==> src/hdl/mcb_pkg.sv <==
package mcb_pkg;
    // Bank placement: one 4 KB window at a fixed base
    localparam logic [31:0] MCB_BASE_ADDR = 32'h4002_0000;
    localparam logic [31:0] MCB_BANK_MASK = 32'hFFFF_F000;
    localparam int MCB_OFF_W = 12;

    // Register byte offsets within the bank
    localparam logic [11:0] MCB_OFF_CHIP_INFORMATION = 12'h000;
    localparam logic [11:0] MCB_OFF_UID_LOW = 12'h004;
    localparam logic [11:0] MCB_OFF_UID_HIGH = 12'h008;
    localparam logic [11:0] MCB_OFF_SI_REV = 12'h00C;
    localparam logic [11:0] MCB_OFF_SUPPLY_SEL = 12'h010;
    localparam logic [11:0] MCB_OFF_SUPPLY_STATE = 12'h014;
    localparam logic [11:0] MCB_OFF_REF_EN = 12'h0FC;
    localparam logic [11:0] MCB_OFF_SLEEP_PD = 12'h140;

    // AXI4-Lite response codes
    localparam logic [1:0] MCB_RESP_OKAY = 2'h0;
    localparam logic [1:0] MCB_RESP_SLVERR = 2'h2;
    localparam logic [1:0] MCB_RESP_DECERR = 2'h3;

    // Chip information field codes
    localparam logic [3:0] MCB_FLASH_256K = 4'h3;
    localparam logic [3:0] MCB_FLASH_512K = 4'h4;
    localparam logic [3:0] MCB_SRAM_32K = 4'h0;
    localparam logic [3:0] MCB_SRAM_64K = 4'h1;
    localparam logic [3:0] MCB_REV_MAJOR_RST = 4'h1;
    localparam logic [3:0] MCB_REV_MINOR_RST = 4'h1;
    localparam logic [1:0] MCB_PKG_BGA = 2'h2;
    localparam logic [1:0] MCB_PKG_CSP = 2'h3;
    localparam logic [1:0] MCB_PKG_RST = 2'h1;
    localparam logic [2:0] MCB_PINS_41 = 3'h1;
    localparam logic [2:0] MCB_PINS_64 = 3'h1;
    localparam logic [1:0] MCB_TEMP_COMMERCIAL = 2'h0;
    localparam logic [1:0] MCB_TEMP_RST = 2'h1;
    localparam logic MCB_PROTOTYPE_PART = 1'h0;
    localparam logic MCB_QUALIFIED_PART = 1'h1;

    // Writable control reset values
    localparam logic [1:0] MCB_SUPPLY_SEL_RST = 2'h0;
    localparam logic MCB_REF_EN_RST = 1'h0;
    localparam logic [7:0] MCB_SLEEP_PD_RST = 8'h00;

    // Pin synchroniser depth and SRAM segment count
    localparam int MCB_SYNC_STAGES = 2;
    localparam int MCB_SEGMENTS = 8;

    // Chip information word layout, msb first
    typedef struct packed {
        logic [7:0] dev_class;
        logic [3:0] flash_size;
        logic [3:0] sram_size;
        logic [3:0] revision_major;
        logic [3:0] revision_minor;
        logic [1:0] package_type;
        logic [2:0] pin_count;
        logic [1:0] temp_range;
        logic qualified_flag;
    } mcb_chip_information_s;

    // Supply select and state layout: core in bit 1, memory in bit 0
    typedef struct packed {
        logic core;
        logic mem;
    } mcb_supply_s;

    // AXI4-Lite master to slave
    typedef struct packed {
        logic [31:0] awaddr;
        logic awvalid;
        logic [31:0] wdata;
        logic [3:0] wstrb;
        logic wvalid;
        logic bready;
        logic [31:0] araddr;
        logic arvalid;
        logic rready;
    } mcb_axi_req_s;

    // AXI4-Lite slave to master
    typedef struct packed {
        logic awready;
        logic wready;
        logic [1:0] bresp;
        logic bvalid;
        logic arready;
        logic [31:0] rdata;
        logic [1:0] rresp;
        logic rvalid;
    } mcb_axi_rsp_s;

    // Complete state of the bank
    typedef struct packed {
        logic aw_held;
        logic [31:0] aw_addr;
        logic w_held;
        logic [31:0] w_data;
        logic [3:0] w_strb;
        logic bvalid;
        logic [1:0] bresp;
        logic rvalid;
        logic [1:0] rresp;
        logic [31:0] rdata;
        mcb_supply_s supply_sel;
        logic ref_on;
        logic [7:0] sleep_pd;
        logic [7:0] seg_off;
    } mcb_bank_state_s;

    // State of one supply hand-over tracker
    typedef struct packed {
        logic [MCB_SYNC_STAGES-1:0] sync;
        logic active;
    } mcb_track_state_s;
endpackage : mcb_pkg

==> src/hdl/mcb_supply_track.sv <==
// Follows one regulator hand-over; status rises on enable with the converter's report, falls only when the report drops
module mcb_supply_track
    import mcb_pkg::*;
#(
    parameter int SYNC_STAGES = MCB_SYNC_STAGES
) (
    input wire logic clk_sys_i,
    input wire logic reset_n_i,
    input wire logic enable_i,
    input wire logic ready_i,
    output logic active_o
);
    mcb_track_state_s st_r;
    mcb_track_state_s st_nxt;
    logic ready_s;

    // Last stage only; the first stage feeds nothing but the second
    assign ready_s = st_r.sync[SYNC_STAGES-1];

    // Shift the pin in, then decide the source
    always_comb begin
        st_nxt = st_r;
        st_nxt.sync = {st_r.sync[SYNC_STAGES-2:0], ready_i};
        // Buck shown only once it reports feeding; held until it stops
        st_nxt.active = ready_s & (enable_i | st_r.active);
    end

    // Single state register
    always_ff @(posedge clk_sys_i) begin
        if (!reset_n_i) begin
            st_r <= '0;
        end else begin
            st_r <= st_nxt;
        end
    end

    assign active_o = st_r.active;
endmodule : mcb_supply_track

==> src/hdl/mcb_misc_control_bank.sv <==
// Contract
// - Bank decoded at fixed base, word offsets
// - Flash size field bits 23:20, read-only
// - SRAM size field bits 19:16, read-only
// - Major/minor revision and class fields read-only
// - Package type field bits 7:6
// - Pin count field bits 5:3
// - Temperature range field bits 2:1
// - Bit 0 flags qualified versus prototype
// - Select bit 1 enables core buck
// - Select bit 0 enables memory buck
// - State bit 1 shows core domain source
// - State bit 0 shows memory domain source
// - Reference enable bit 0, resets off
// - Set bits power SRAM segments off sleeping
module mcb_misc_control_bank
    import mcb_pkg::*;
#(
    parameter logic [31:0] BASE_ADDR = MCB_BASE_ADDR,
    parameter logic [3:0] FLASH_SIZE_CODE = MCB_FLASH_512K,
    parameter logic [3:0] SRAM_SIZE_CODE = MCB_SRAM_64K,
    parameter logic [3:0] REVISION_MAJOR = MCB_REV_MAJOR_RST,
    parameter logic [3:0] REVISION_MINOR = MCB_REV_MINOR_RST,
    parameter logic [1:0] PACKAGE_CODE = MCB_PKG_RST,
    parameter logic [2:0] PIN_COUNT_CODE = MCB_PINS_41,
    parameter logic [1:0] TEMP_RANGE_CODE = MCB_TEMP_RST,
    parameter logic QUALIFIED = MCB_QUALIFIED_PART,
    // Arbitrary value
    parameter logic [7:0] DEVICE_CLASS = 8'h2C,
    // Arbitrary value
    parameter logic [31:0] UNIQUE_ID_LOW = 32'h1357_9BDF,
    // Arbitrary value
    parameter logic [31:0] UNIQUE_ID_HIGH = 32'h2468_ACE0,
    // Arbitrary value
    parameter logic [7:0] SILICON_REVISION = 8'h21
) (
    input wire logic clk_sys_i,
    input wire logic reset_n_i,
    input wire mcb_axi_req_s axi_req_i,
    output mcb_axi_rsp_s axi_rsp_o,
    input wire logic core_converter_ready_i,
    input wire logic memory_converter_ready_i,
    input wire logic deep_sleep_i,
    output logic core_converter_enable_o,
    output logic memory_converter_enable_o,
    output logic core_converter_active_o,
    output logic memory_converter_active_o,
    output logic reference_on_o,
    output logic [MCB_SEGMENTS-1:0] off_during_deep_sleep_o,
    output logic [MCB_SEGMENTS-1:0] sram_segment_off_o
);
    // Whole bank state and its next value
    mcb_bank_state_s st_r;
    mcb_bank_state_s st_nxt;

    // Handshake terms on the three request channels and the write commit
    logic aw_take;
    logic w_take;
    logic ar_take;
    logic wr_commit;

    // Decoded read address
    logic ar_in_bank;
    logic [MCB_OFF_W-1:0] ar_off;

    // Decoded write address
    logic aw_in_bank;
    logic [MCB_OFF_W-1:0] aw_off;

    // Live read-only views
    mcb_chip_information_s chip_information;
    mcb_supply_s supply_state;
    logic core_active;
    logic mem_active;

    // Fixed chip information word
    assign chip_information = '{
        dev_class: DEVICE_CLASS,
        flash_size: FLASH_SIZE_CODE,
        sram_size: SRAM_SIZE_CODE,
        revision_major: REVISION_MAJOR,
        revision_minor: REVISION_MINOR,
        package_type: PACKAGE_CODE,
        pin_count: PIN_COUNT_CODE,
        temp_range: TEMP_RANGE_CODE,
        qualified_flag: QUALIFIED
    };

    // Core domain hand-over tracker
    mcb_supply_track #(
        .SYNC_STAGES(MCB_SYNC_STAGES)
    ) u_core_track (
        .clk_sys_i(clk_sys_i),
        .reset_n_i(reset_n_i),
        .enable_i(st_r.supply_sel.core),
        .ready_i(core_converter_ready_i),
        .active_o(core_active)
    );

    // Memory domain hand-over tracker
    mcb_supply_track #(
        .SYNC_STAGES(MCB_SYNC_STAGES)
    ) u_mem_track (
        .clk_sys_i(clk_sys_i),
        .reset_n_i(reset_n_i),
        .enable_i(st_r.supply_sel.mem),
        .ready_i(memory_converter_ready_i),
        .active_o(mem_active)
    );

    // Status comes from the trackers, not the select bits
    assign supply_state = '{core: core_active, mem: mem_active};

    // Ready while the holding slot is free; no buffering beyond one slot
    assign aw_take = axi_req_i.awvalid & ~st_r.aw_held;
    assign w_take = axi_req_i.wvalid & ~st_r.w_held;
    assign ar_take = axi_req_i.arvalid & ~st_r.rvalid;

    // Write completes once both halves are in and the last answer is gone
    assign wr_commit = st_r.aw_held & st_r.w_held & ~st_r.bvalid;

    // Base match on the upper address bits
    assign ar_in_bank = (axi_req_i.araddr & MCB_BANK_MASK) == BASE_ADDR;
    assign aw_in_bank = (st_r.aw_addr & MCB_BANK_MASK) == BASE_ADDR;
    assign ar_off = axi_req_i.araddr[MCB_OFF_W-1:0];
    assign aw_off = st_r.aw_addr[MCB_OFF_W-1:0];

    // Next-state logic for the bus slave and the control registers
    always_comb begin
        logic [31:0] rd_word;
        logic [1:0] rd_resp;
        logic [1:0] wr_resp;
        rd_word = '0;
        rd_resp = MCB_RESP_OKAY;
        wr_resp = MCB_RESP_OKAY;
        st_nxt = st_r;

        // Read decode; unused upper bits stay zero
        if (!ar_in_bank) begin
            rd_resp = MCB_RESP_DECERR;
        end else if (ar_off == MCB_OFF_CHIP_INFORMATION) begin
            rd_word = chip_information;
        end else if (ar_off == MCB_OFF_UID_LOW) begin
            rd_word = UNIQUE_ID_LOW;
        end else if (ar_off == MCB_OFF_UID_HIGH) begin
            rd_word = UNIQUE_ID_HIGH;
        end else if (ar_off == MCB_OFF_SI_REV) begin
            rd_word = {24'h00_0000, SILICON_REVISION};
        end else if (ar_off == MCB_OFF_SUPPLY_SEL) begin
            rd_word = {30'h0000_0000, st_r.supply_sel};
        end else if (ar_off == MCB_OFF_SUPPLY_STATE) begin
            // Actual source of each domain
            rd_word = {30'h0000_0000, supply_state};
        end else if (ar_off == MCB_OFF_REF_EN) begin
            rd_word = {31'h0000_0000, st_r.ref_on};
        end else if (ar_off == MCB_OFF_SLEEP_PD) begin
            rd_word = {24'h00_0000, st_r.sleep_pd};
        end else begin
            // Hole inside the bank: refused, data zero
            rd_resp = MCB_RESP_SLVERR;
        end

        // Address half of a write
        if (aw_take) begin
            st_nxt.aw_held = 1'b1;
            st_nxt.aw_addr = axi_req_i.awaddr;
        end

        // Data half of a write
        if (w_take) begin
            st_nxt.w_held = 1'b1;
            st_nxt.w_data = axi_req_i.wdata;
            st_nxt.w_strb = axi_req_i.wstrb;
        end

        // Write answer leaves on bready
        if (st_r.bvalid && axi_req_i.bready) begin
            st_nxt.bvalid = 1'b0;
        end

        // Write decode; every writable bit sits in byte lane 0
        if (!aw_in_bank) begin
            wr_resp = MCB_RESP_DECERR;
        end else if (aw_off == MCB_OFF_CHIP_INFORMATION || aw_off == MCB_OFF_UID_LOW ||
                     aw_off == MCB_OFF_UID_HIGH || aw_off == MCB_OFF_SI_REV ||
                     aw_off == MCB_OFF_SUPPLY_STATE) begin
            // Read-only words accept and drop the data
            wr_resp = MCB_RESP_OKAY;
        end else if (aw_off == MCB_OFF_SUPPLY_SEL || aw_off == MCB_OFF_REF_EN ||
                     aw_off == MCB_OFF_SLEEP_PD) begin
            wr_resp = MCB_RESP_OKAY;
        end else begin
            wr_resp = MCB_RESP_SLVERR;
        end

        // Commit: update control bits, raise the answer
        if (wr_commit) begin
            st_nxt.aw_held = 1'b0;
            st_nxt.w_held = 1'b0;
            st_nxt.bvalid = 1'b1;
            st_nxt.bresp = wr_resp;
            if (aw_in_bank && st_r.w_strb[0]) begin
                if (aw_off == MCB_OFF_SUPPLY_SEL) begin
                    // Only bits 1:0 land; the rest are dropped
                    st_nxt.supply_sel = st_r.w_data[1:0];
                end else if (aw_off == MCB_OFF_REF_EN) begin
                    st_nxt.ref_on = st_r.w_data[0];
                end else if (aw_off == MCB_OFF_SLEEP_PD) begin
                    st_nxt.sleep_pd = st_r.w_data[7:0];
                end
            end
        end

        // Read answer leaves on rready
        if (st_r.rvalid && axi_req_i.rready) begin
            st_nxt.rvalid = 1'b0;
        end

        // Read taken: data registered for the next cycle
        if (ar_take) begin
            st_nxt.rvalid = 1'b1;
            st_nxt.rdata = rd_word;
            st_nxt.rresp = rd_resp;
        end

        // Segment cut only while asleep; contents are lost then
        st_nxt.seg_off = st_r.sleep_pd & {MCB_SEGMENTS{deep_sleep_i}};
    end

    // Single state register; all controls clear on reset
    always_ff @(posedge clk_sys_i) begin
        if (!reset_n_i) begin
            st_r <= '0;
            st_r.supply_sel <= MCB_SUPPLY_SEL_RST;
            st_r.ref_on <= MCB_REF_EN_RST;
            st_r.sleep_pd <= MCB_SLEEP_PD_RST;
        end else begin
            st_r <= st_nxt;
        end
    end

    // Bus answers; readies are combinational from the holding slots
    assign axi_rsp_o.awready = ~st_r.aw_held;
    assign axi_rsp_o.wready = ~st_r.w_held;
    assign axi_rsp_o.bvalid = st_r.bvalid;
    assign axi_rsp_o.bresp = st_r.bresp;
    assign axi_rsp_o.arready = ~st_r.rvalid;
    assign axi_rsp_o.rvalid = st_r.rvalid;
    assign axi_rsp_o.rdata = st_r.rdata;
    assign axi_rsp_o.rresp = st_r.rresp;

    // Controls out to the supply and memory macros
    assign core_converter_enable_o = st_r.supply_sel.core;
    assign memory_converter_enable_o = st_r.supply_sel.mem;
    assign core_converter_active_o = core_active;
    assign memory_converter_active_o = mem_active;
    assign reference_on_o = st_r.ref_on;
    assign off_during_deep_sleep_o = st_r.sleep_pd;
    assign sram_segment_off_o = st_r.seg_off;
endmodule : mcb_misc_control_bank

==> config.mk <==
export PLATFORM = sky130hd
export DESIGN_NAME = mcb_misc_control_bank
export DESIGN_NICKNAME = d
export VERILOG_FILES = /design/src/hdl/mcb_pkg.sv /design/src/hdl/mcb_supply_track.sv /design/src/hdl/mcb_misc_control_bank.sv
export SDC_FILE = /design/constraint.sdc
export NUM_CORES = 1
export LEC_CHECK = 0
export ABC_AREA = 1
export BUFFER_PORTS_ARGS = -buffer_cell sky130_fd_sc_hd__buf_4
export CAP_MARGIN = 20
export CORE_MARGIN = 2
export CORE_UTILIZATION = 49
export CTS_CLUSTER_DIAMETER = 40
export DETAILED_ROUTE_END_ITERATION = 8
export PLACE_DENSITY_LB_ADDON = 0.15
export SLEW_MARGIN = 10
export SYNTH_ARGS = -nofsm -noshare
export SYNTH_HDL_FRONTEND = slang
export SYNTH_SLANG_ARGS = --single-unit
==> constraint.sdc <==
create_clock -name clk_sys_i -period 1.6 [get_ports clk_sys_i]
set_input_delay 0.16 -clock clk_sys_i [delete_from_list [all_inputs] [get_ports clk_sys_i]]
set_output_delay 0.16 -clock clk_sys_i [all_outputs]
set_load 0.01 [all_outputs]
# Word level (Yosys, flattened, before mapping)
# Index checks and enable logic that the tools add are counted.
[word_totals]
regBits = 106
elab_cells = 94
in_bits = 110
out_inout_bits = 62
[classes]
n_bitwise = 17
eq_ne = 16
muxes = 25
n_reduce_logical = 17
[op_table]
columns = ["operator", "count"]
rows = [
  ["30-bit two-way mux", 3],
  ["12-bit by 4-bit equality test with 1-bit output, second input constant", 4],
  ["12-bit by 5-bit equality test with 1-bit output, second input constant", 4],
  ["20-bit by 19-bit equality test with 1-bit output, second input constant", 2],
  ["8-bit two-way mux", 5],
  ["35-bit two-way mux", 1],
  ["32-bit two-way mux", 1],
  ["12-bit by 3-bit equality test with 1-bit output, second input constant", 2],
  ["12-bit by 8-bit equality test with 1-bit output, second input constant", 2],
  ["12-bit by 9-bit equality test with 1-bit output, second input constant", 2],
  ["12-bit logical NOT", 2],
  ["2-bit two-way mux", 12],
  ["8-bit AND", 1],
  ["1-bit AND", 7],
  ["1-bit NOT", 7],
  ["1-bit logical OR", 6],
  ["5-bit AND reduction", 1],
  ["4-bit AND reduction", 1],
  ["2-bit nonzero test", 2],
  ["1-bit logical AND", 3],
  ["3-bit two-way mux", 1],
  ["3-bit AND reduction", 1],
  ["1-bit two-way mux", 2],
  ["1-bit bitwise OR", 2],
  ["2-bit OR reduction", 1],
]

# Depth between registers and ports, before layout
[logic_depth]
ltp_word = 11
ltp_mapped = 11
mapped_depth_nobuf = 10

# By module
# From an unflattened synthesis, not the netlist that was laid out.
[hier_totals]
hier_cells = 628
hier_area_um2 = 4300.4
[by_module_without_submodules]
columns = ["module", "area_each_um2", "seq_area_each_um2", "instances", "cells_per_inst"]
rows = [
  ["mcb_misc_control_bank", 4127.7, 1661.6, 1, 608],
  ["mcb_supply_track", 86.3, 60.1, 2, 10],
]

# Worst setup path after synthesis
# Ideal clock, no wire load.
[synth_path]
kind = "reg2reg"
start = "reg st_r[93] (netlist bit)"
end = "reg st_r, in the netlist off_during_deep_sleep_o[0]"
t_required_ns = 1.487
setup_ns = 0.113
slack_ns = 0.258
path_buffers = 1
stages_incl_launch_ff = 11
arrival_time_ns = 1.229
synth_period_minus_slack_ns = 1.342
path_cell_list = "dfxtp_1 inv_2 nor2_2 nand2_2 nor2_2 nand2_2 nor2_4 nand3b_4 buf_6 nor2_1 nor2_1"
[synth_between]
elab_chain_cells = 3
[synth_rtl]
columns = ["item", "line_no", "text"]
rows = [
  ["start, declared", "mcb_misc_control_bank.sv:53", "mcb_bank_state_s st_r;"],
  ["start signal, assigned", "mcb_misc_control_bank.sv:238", "st_r <= st_nxt;"],
  ["1-bit AND (2 in series)", "mcb_misc_control_bank.sv:120", "assign wr_commit = st_r.aw_held & st_r.w_held & ~st_r.bvalid;"],
  ["5-bit AND reduction (no line)", "-", ""],
]
# Every way passes these cells.
# A chain may end at the register's enable or synchronous reset.

# Final worst setup path
[layout_path]
start = "reg st_r, in the netlist aw_off[0]"
end = "reg st_r, in the netlist off_during_deep_sleep_o[7]"
[layout_between]
elab_chain_cells = 3
elab_cells_between_ends = 6
classes_between = "3 x eq/ne; 2 x bitwise; 1 x reduce/logical"
[layout_rtl]
columns = ["item", "line_no"]
rows = [
  ["12-bit by 8-bit equality test with 1-bit output / 12-bit by 5-bit equality test with 1-bit output (equally long branches)", "mcb_misc_control_bank.sv:206, mcb_misc_control_bank.sv:203"],
  ["1-bit NOT (no line)", "-"],
  ["5-bit AND reduction (no line) *", "-"],
]
# Mark *: on every way between the ends. The rest lies on a longest branch, timed or not.

==> flow_summary_export.csv <==
group,metric,value,unit
floorplanning,core_area,8636,sq um
place,port_buffers,140,
floorplanning,row_count,34,
setup_path,reg2reg_to,"off_during_deep_sleep_o[7]",
final_layout,fin_util,62.89,%
sta,fin_setup_tns,0,ps
sta,finalMaxSlewViolations,0,
yosys,ys_async_sr_fraction,0,%
routing,drt-vias-per-instance,4.821,
final_layout,area_delta_synth_final,26.12,%
global_routing,grt.total_usage,21.58,%
final_layout,n_fill_cell,830,
floorplanning,dieHeight,97.75,microns
power,leakage,2.719,nW
clocking,clock_latency,360,ps
power,p_switching,1.213,mW
floorplanning,start_util,49.87,%
power,powerDensity,844.4,nW/um^2
setup_path,r2r_start,"aw_off[0]",
yosys,ys_seq_elements,89,
global_routing,antenna_found_initial,0,
routing,vias,4088,
setup_path,cp-endpoint,"off_during_deep_sleep_o[7]",
place,place_congestion,0.9165,
setup_path,crit_path_max_incr_delay,340,ps
clocking,cts_sinks,89,
power,power_frac_seq,51.8,%
sta,clock.fmax,0.6594,GHz
place,place_hpwl,7.874,mm
yosys,synth.avg_cell_area,6.793,sq um
final_layout,layoutNonFillerInstCount,848,
sta,finalSetupViolCount,0,
final_layout,layout.nets,845,
floorplanning,die_w,97.75,microns
power,p_sw_share,26.45,%
global_routing,grt_overflow,0,
global_routing,grt_pass1_wl,16.95,mm
yosys,seq_area_frac_synth,41.37,%
routing,drtPass1Iterations,5,
global_routing,grt_pass1_vias,3757,
sta,layout_min_cycle_time,1517,ps
place,dp_cells,824,
floorplanning,ios,172,
setup_path,r2r_setup_slack,80,ps
setup_path,end_kind,"register",
power,internal_power,3.373,mW
yosys,netlist_area,4307,sq um
run,cap_violations,0,
final_layout,final_area,5431,sq um
yosys,synth_edf_count,0,
yosys,ys_warn_count,0,
routing,wl_per_cell,12.36,microns
setup_path,path_common_cell,"nor2_1",
setup_path,path_cells,"nor2_4 > nand3_2 > nor2_1 > nand4_1 > nand3b_4 > nor2_1 > nor2_1",
routing,routed_wl,10.48,mm
hold_path,min_path_type,"primary input to register",
power,total_power,4.586,mW
final_layout,layout_common_cells,"buf_4 (155), nor2_1 (148), dfxtp_1 (87)",
clocking,root_buffer,"clkbuf_8",
sta,finalCritPeriodShare,94.79,%
setup_path,path_class,"register to register",
setup_path,cpMaxStageDelayCell,"dfxtp_2",
sta,finClkSkew,13.00,ps
yosys,synth_cell_types,26,
setup_path,cp-start-kind,"register",
setup_path,cp.required,1860,ps
yosys,yosys_most_used_dff,"dfxtp_1",
power,pwr-share-clk,34.9,%
place,post-place-ws,83.39,ps
clocking,cts_tree,"built",
global_routing,grt_max_degree,36,
final_layout,drive_above_1_share,26.49,%
setup_path,r2r_cells,7,
final_layout,final_common_cell,"buf_4",
clocking,cts_buffer_depth,2,
setup_path,worstPathArrival,1770,ps
power,ir_worst_vdd,0.0004651,V
routing,drt-initial-drc-count,162,
sta,rsz0062_at_grt,"true",
final_layout,n_antenna_cell,0,
sta,setup_ws,83.42,ps
power,combPwrFrac,13.3,%
floorplanning,fp.dieArea,9555,sq um
place,place_area,5102,sq um
yosys,syn_inst,634,
sta,whs,12.42,ps
setup_path,critPathLaunch,"aw_off[0]",
clocking,cts_buffers,9,
routing,ant_nets,0,
sta,hold_viol,0,
routing,drc_errors,0,
clocking,clk_pin_slew_worst_paths,100,ps
run_status,outcome,"finished clean",
clocking,htree_levels,3,
setup_path,crit_fanout,8,
[area by class of cell]
type	instances	area, sq um	area share [%]
Clock buffer	11	141.4	2.603
Clock inverter	5	62.56	1.152
Inverter	81	304.0	5.598
Multi-Input combinational cell	396	1809	33.31
Sequential cell	89	1784	32.85
Tap cell	108	135.1	2.488
Timing Repair Buffer	158	1195	22.00
[flip-flops by register name (all words and copies together), names as in the netlist]
| register | flops |
|---|---|
| memory_converter_enable_o | 1 |
| reference_on_o | 1 |
| u_mem_track.active_o | 1 |
| core_converter_enable_o | 1 |
| u_core_track.active_o | 1 |
| aw_off | 12 |
| off_during_deep_sleep_o | 8 |
| u_mem_track.ready_s | 1 |
| u_mem_track.st_nxt | 1 |
| u_core_track.st_nxt | 1 |
| sram_segment_off_o | 8 |
| axi_rsp_o | 21 |
| u_core_track.ready_s | 1 |
| st_r | 31 |
[per-layer routing]
| layer | vias to the layer above | GRT usage [%] | part of all wire, % |
|---|---|---|---|
| met2 | 140 | 37.77 | 50 |
| met4 | 0 | 8.440 | 1.8 |
| met1 | 1789 | 25.53 | 42 |
| met5 | - | 0 | 0 |
| met3 | 20 | 5.297 | 6.7 |
| li1 | 2139 | - | - |
[Yosys cell counts, types with 2 or more instances]
cell	count	area (sq um)
nand3_1	39	195.2
nor2_1	153	574.3
buf_4	55	412.9
nor2_2	3	18.77
o21ai_0	48	240.2
clkbuf_1	15	56.30
inv_1	76	285.3
clkinv_1	2	7.510
nand2_2	4	25.02
nand2_1	77	289.0
inv_2	3	11.26
a21oi_1	34	170.2
dfxtp_1	89	1782
nor3_1	14	70.07
nand4_1	11	68.82
[kinds of logic after synthesis]
| family | Yosys count | synth area share, % |
|---|---|---|
| flip-flops | 89 | 41.37 |
| AO/OA/AOI/OAI | 86 | 10.28 |
| buffers and inverters | 153 | 18.30 |
| AND/OR/NAND/NOR | 305 | 29.95 |
| other | 1 | 0.08708 |
[power groups by stage]
stage / Clock [mW] / Combinational (mW) / Sequential [mW]
3_5_place_dp: 0 / 0.581 / 2.42
5_1_grt: 1.72 / 0.684 / 2.39
3_3_place_gp: 0 / 0.567 / 2.42
6_report: 1.60 / 0.608 / 2.38
4_1_cts: 1.62 / 0.588 / 2.37
2_1_floorplan: 0 / 0.330 / 2.41
[critical path, delay by kind of cell, from the launching register on]
kind | cells | cell delay [ps]
DFF | 1 | 340
and+or+nand+nor | 7 | 1060
[worst min path at each step]
| stage | start | end | slack [ps] | cells past startpoint |
|---|---|---|---|---|
| 2_1_floorplan | core_converter_ready_i | u_core_track.st_nxt[2] | 260 | 2 |
| 3_3_place_gp | core_converter_ready_i | u_core_track.st_nxt[2] | 350 | 3 |
| 3_5_place_dp | memory_converter_ready_i | u_mem_track.st_nxt[2] | 350 | 3 |
| 4_1_cts | axi_req_i[84] | aw_off[11] | 6 | 3 |
| 5_1_grt | axi_req_i[84] | aw_off[11] | 10 | 3 |
| 6_report | axi_req_i[84] | aw_off[11] | 10 | 3 |
[repair_timing]
| action | CTS | global route |
|---|---|---|
| endpoints found under the hold margin | 2 | 0 |
| buffers inserted | 0 | 5 |
| gates resized for setup | 0 | 16 |
| endpoints found under the setup margin | 0 | 16 |
| hold buffers | 2 | 0 |
No activity file was read; power rests on OpenSTA's default activity.
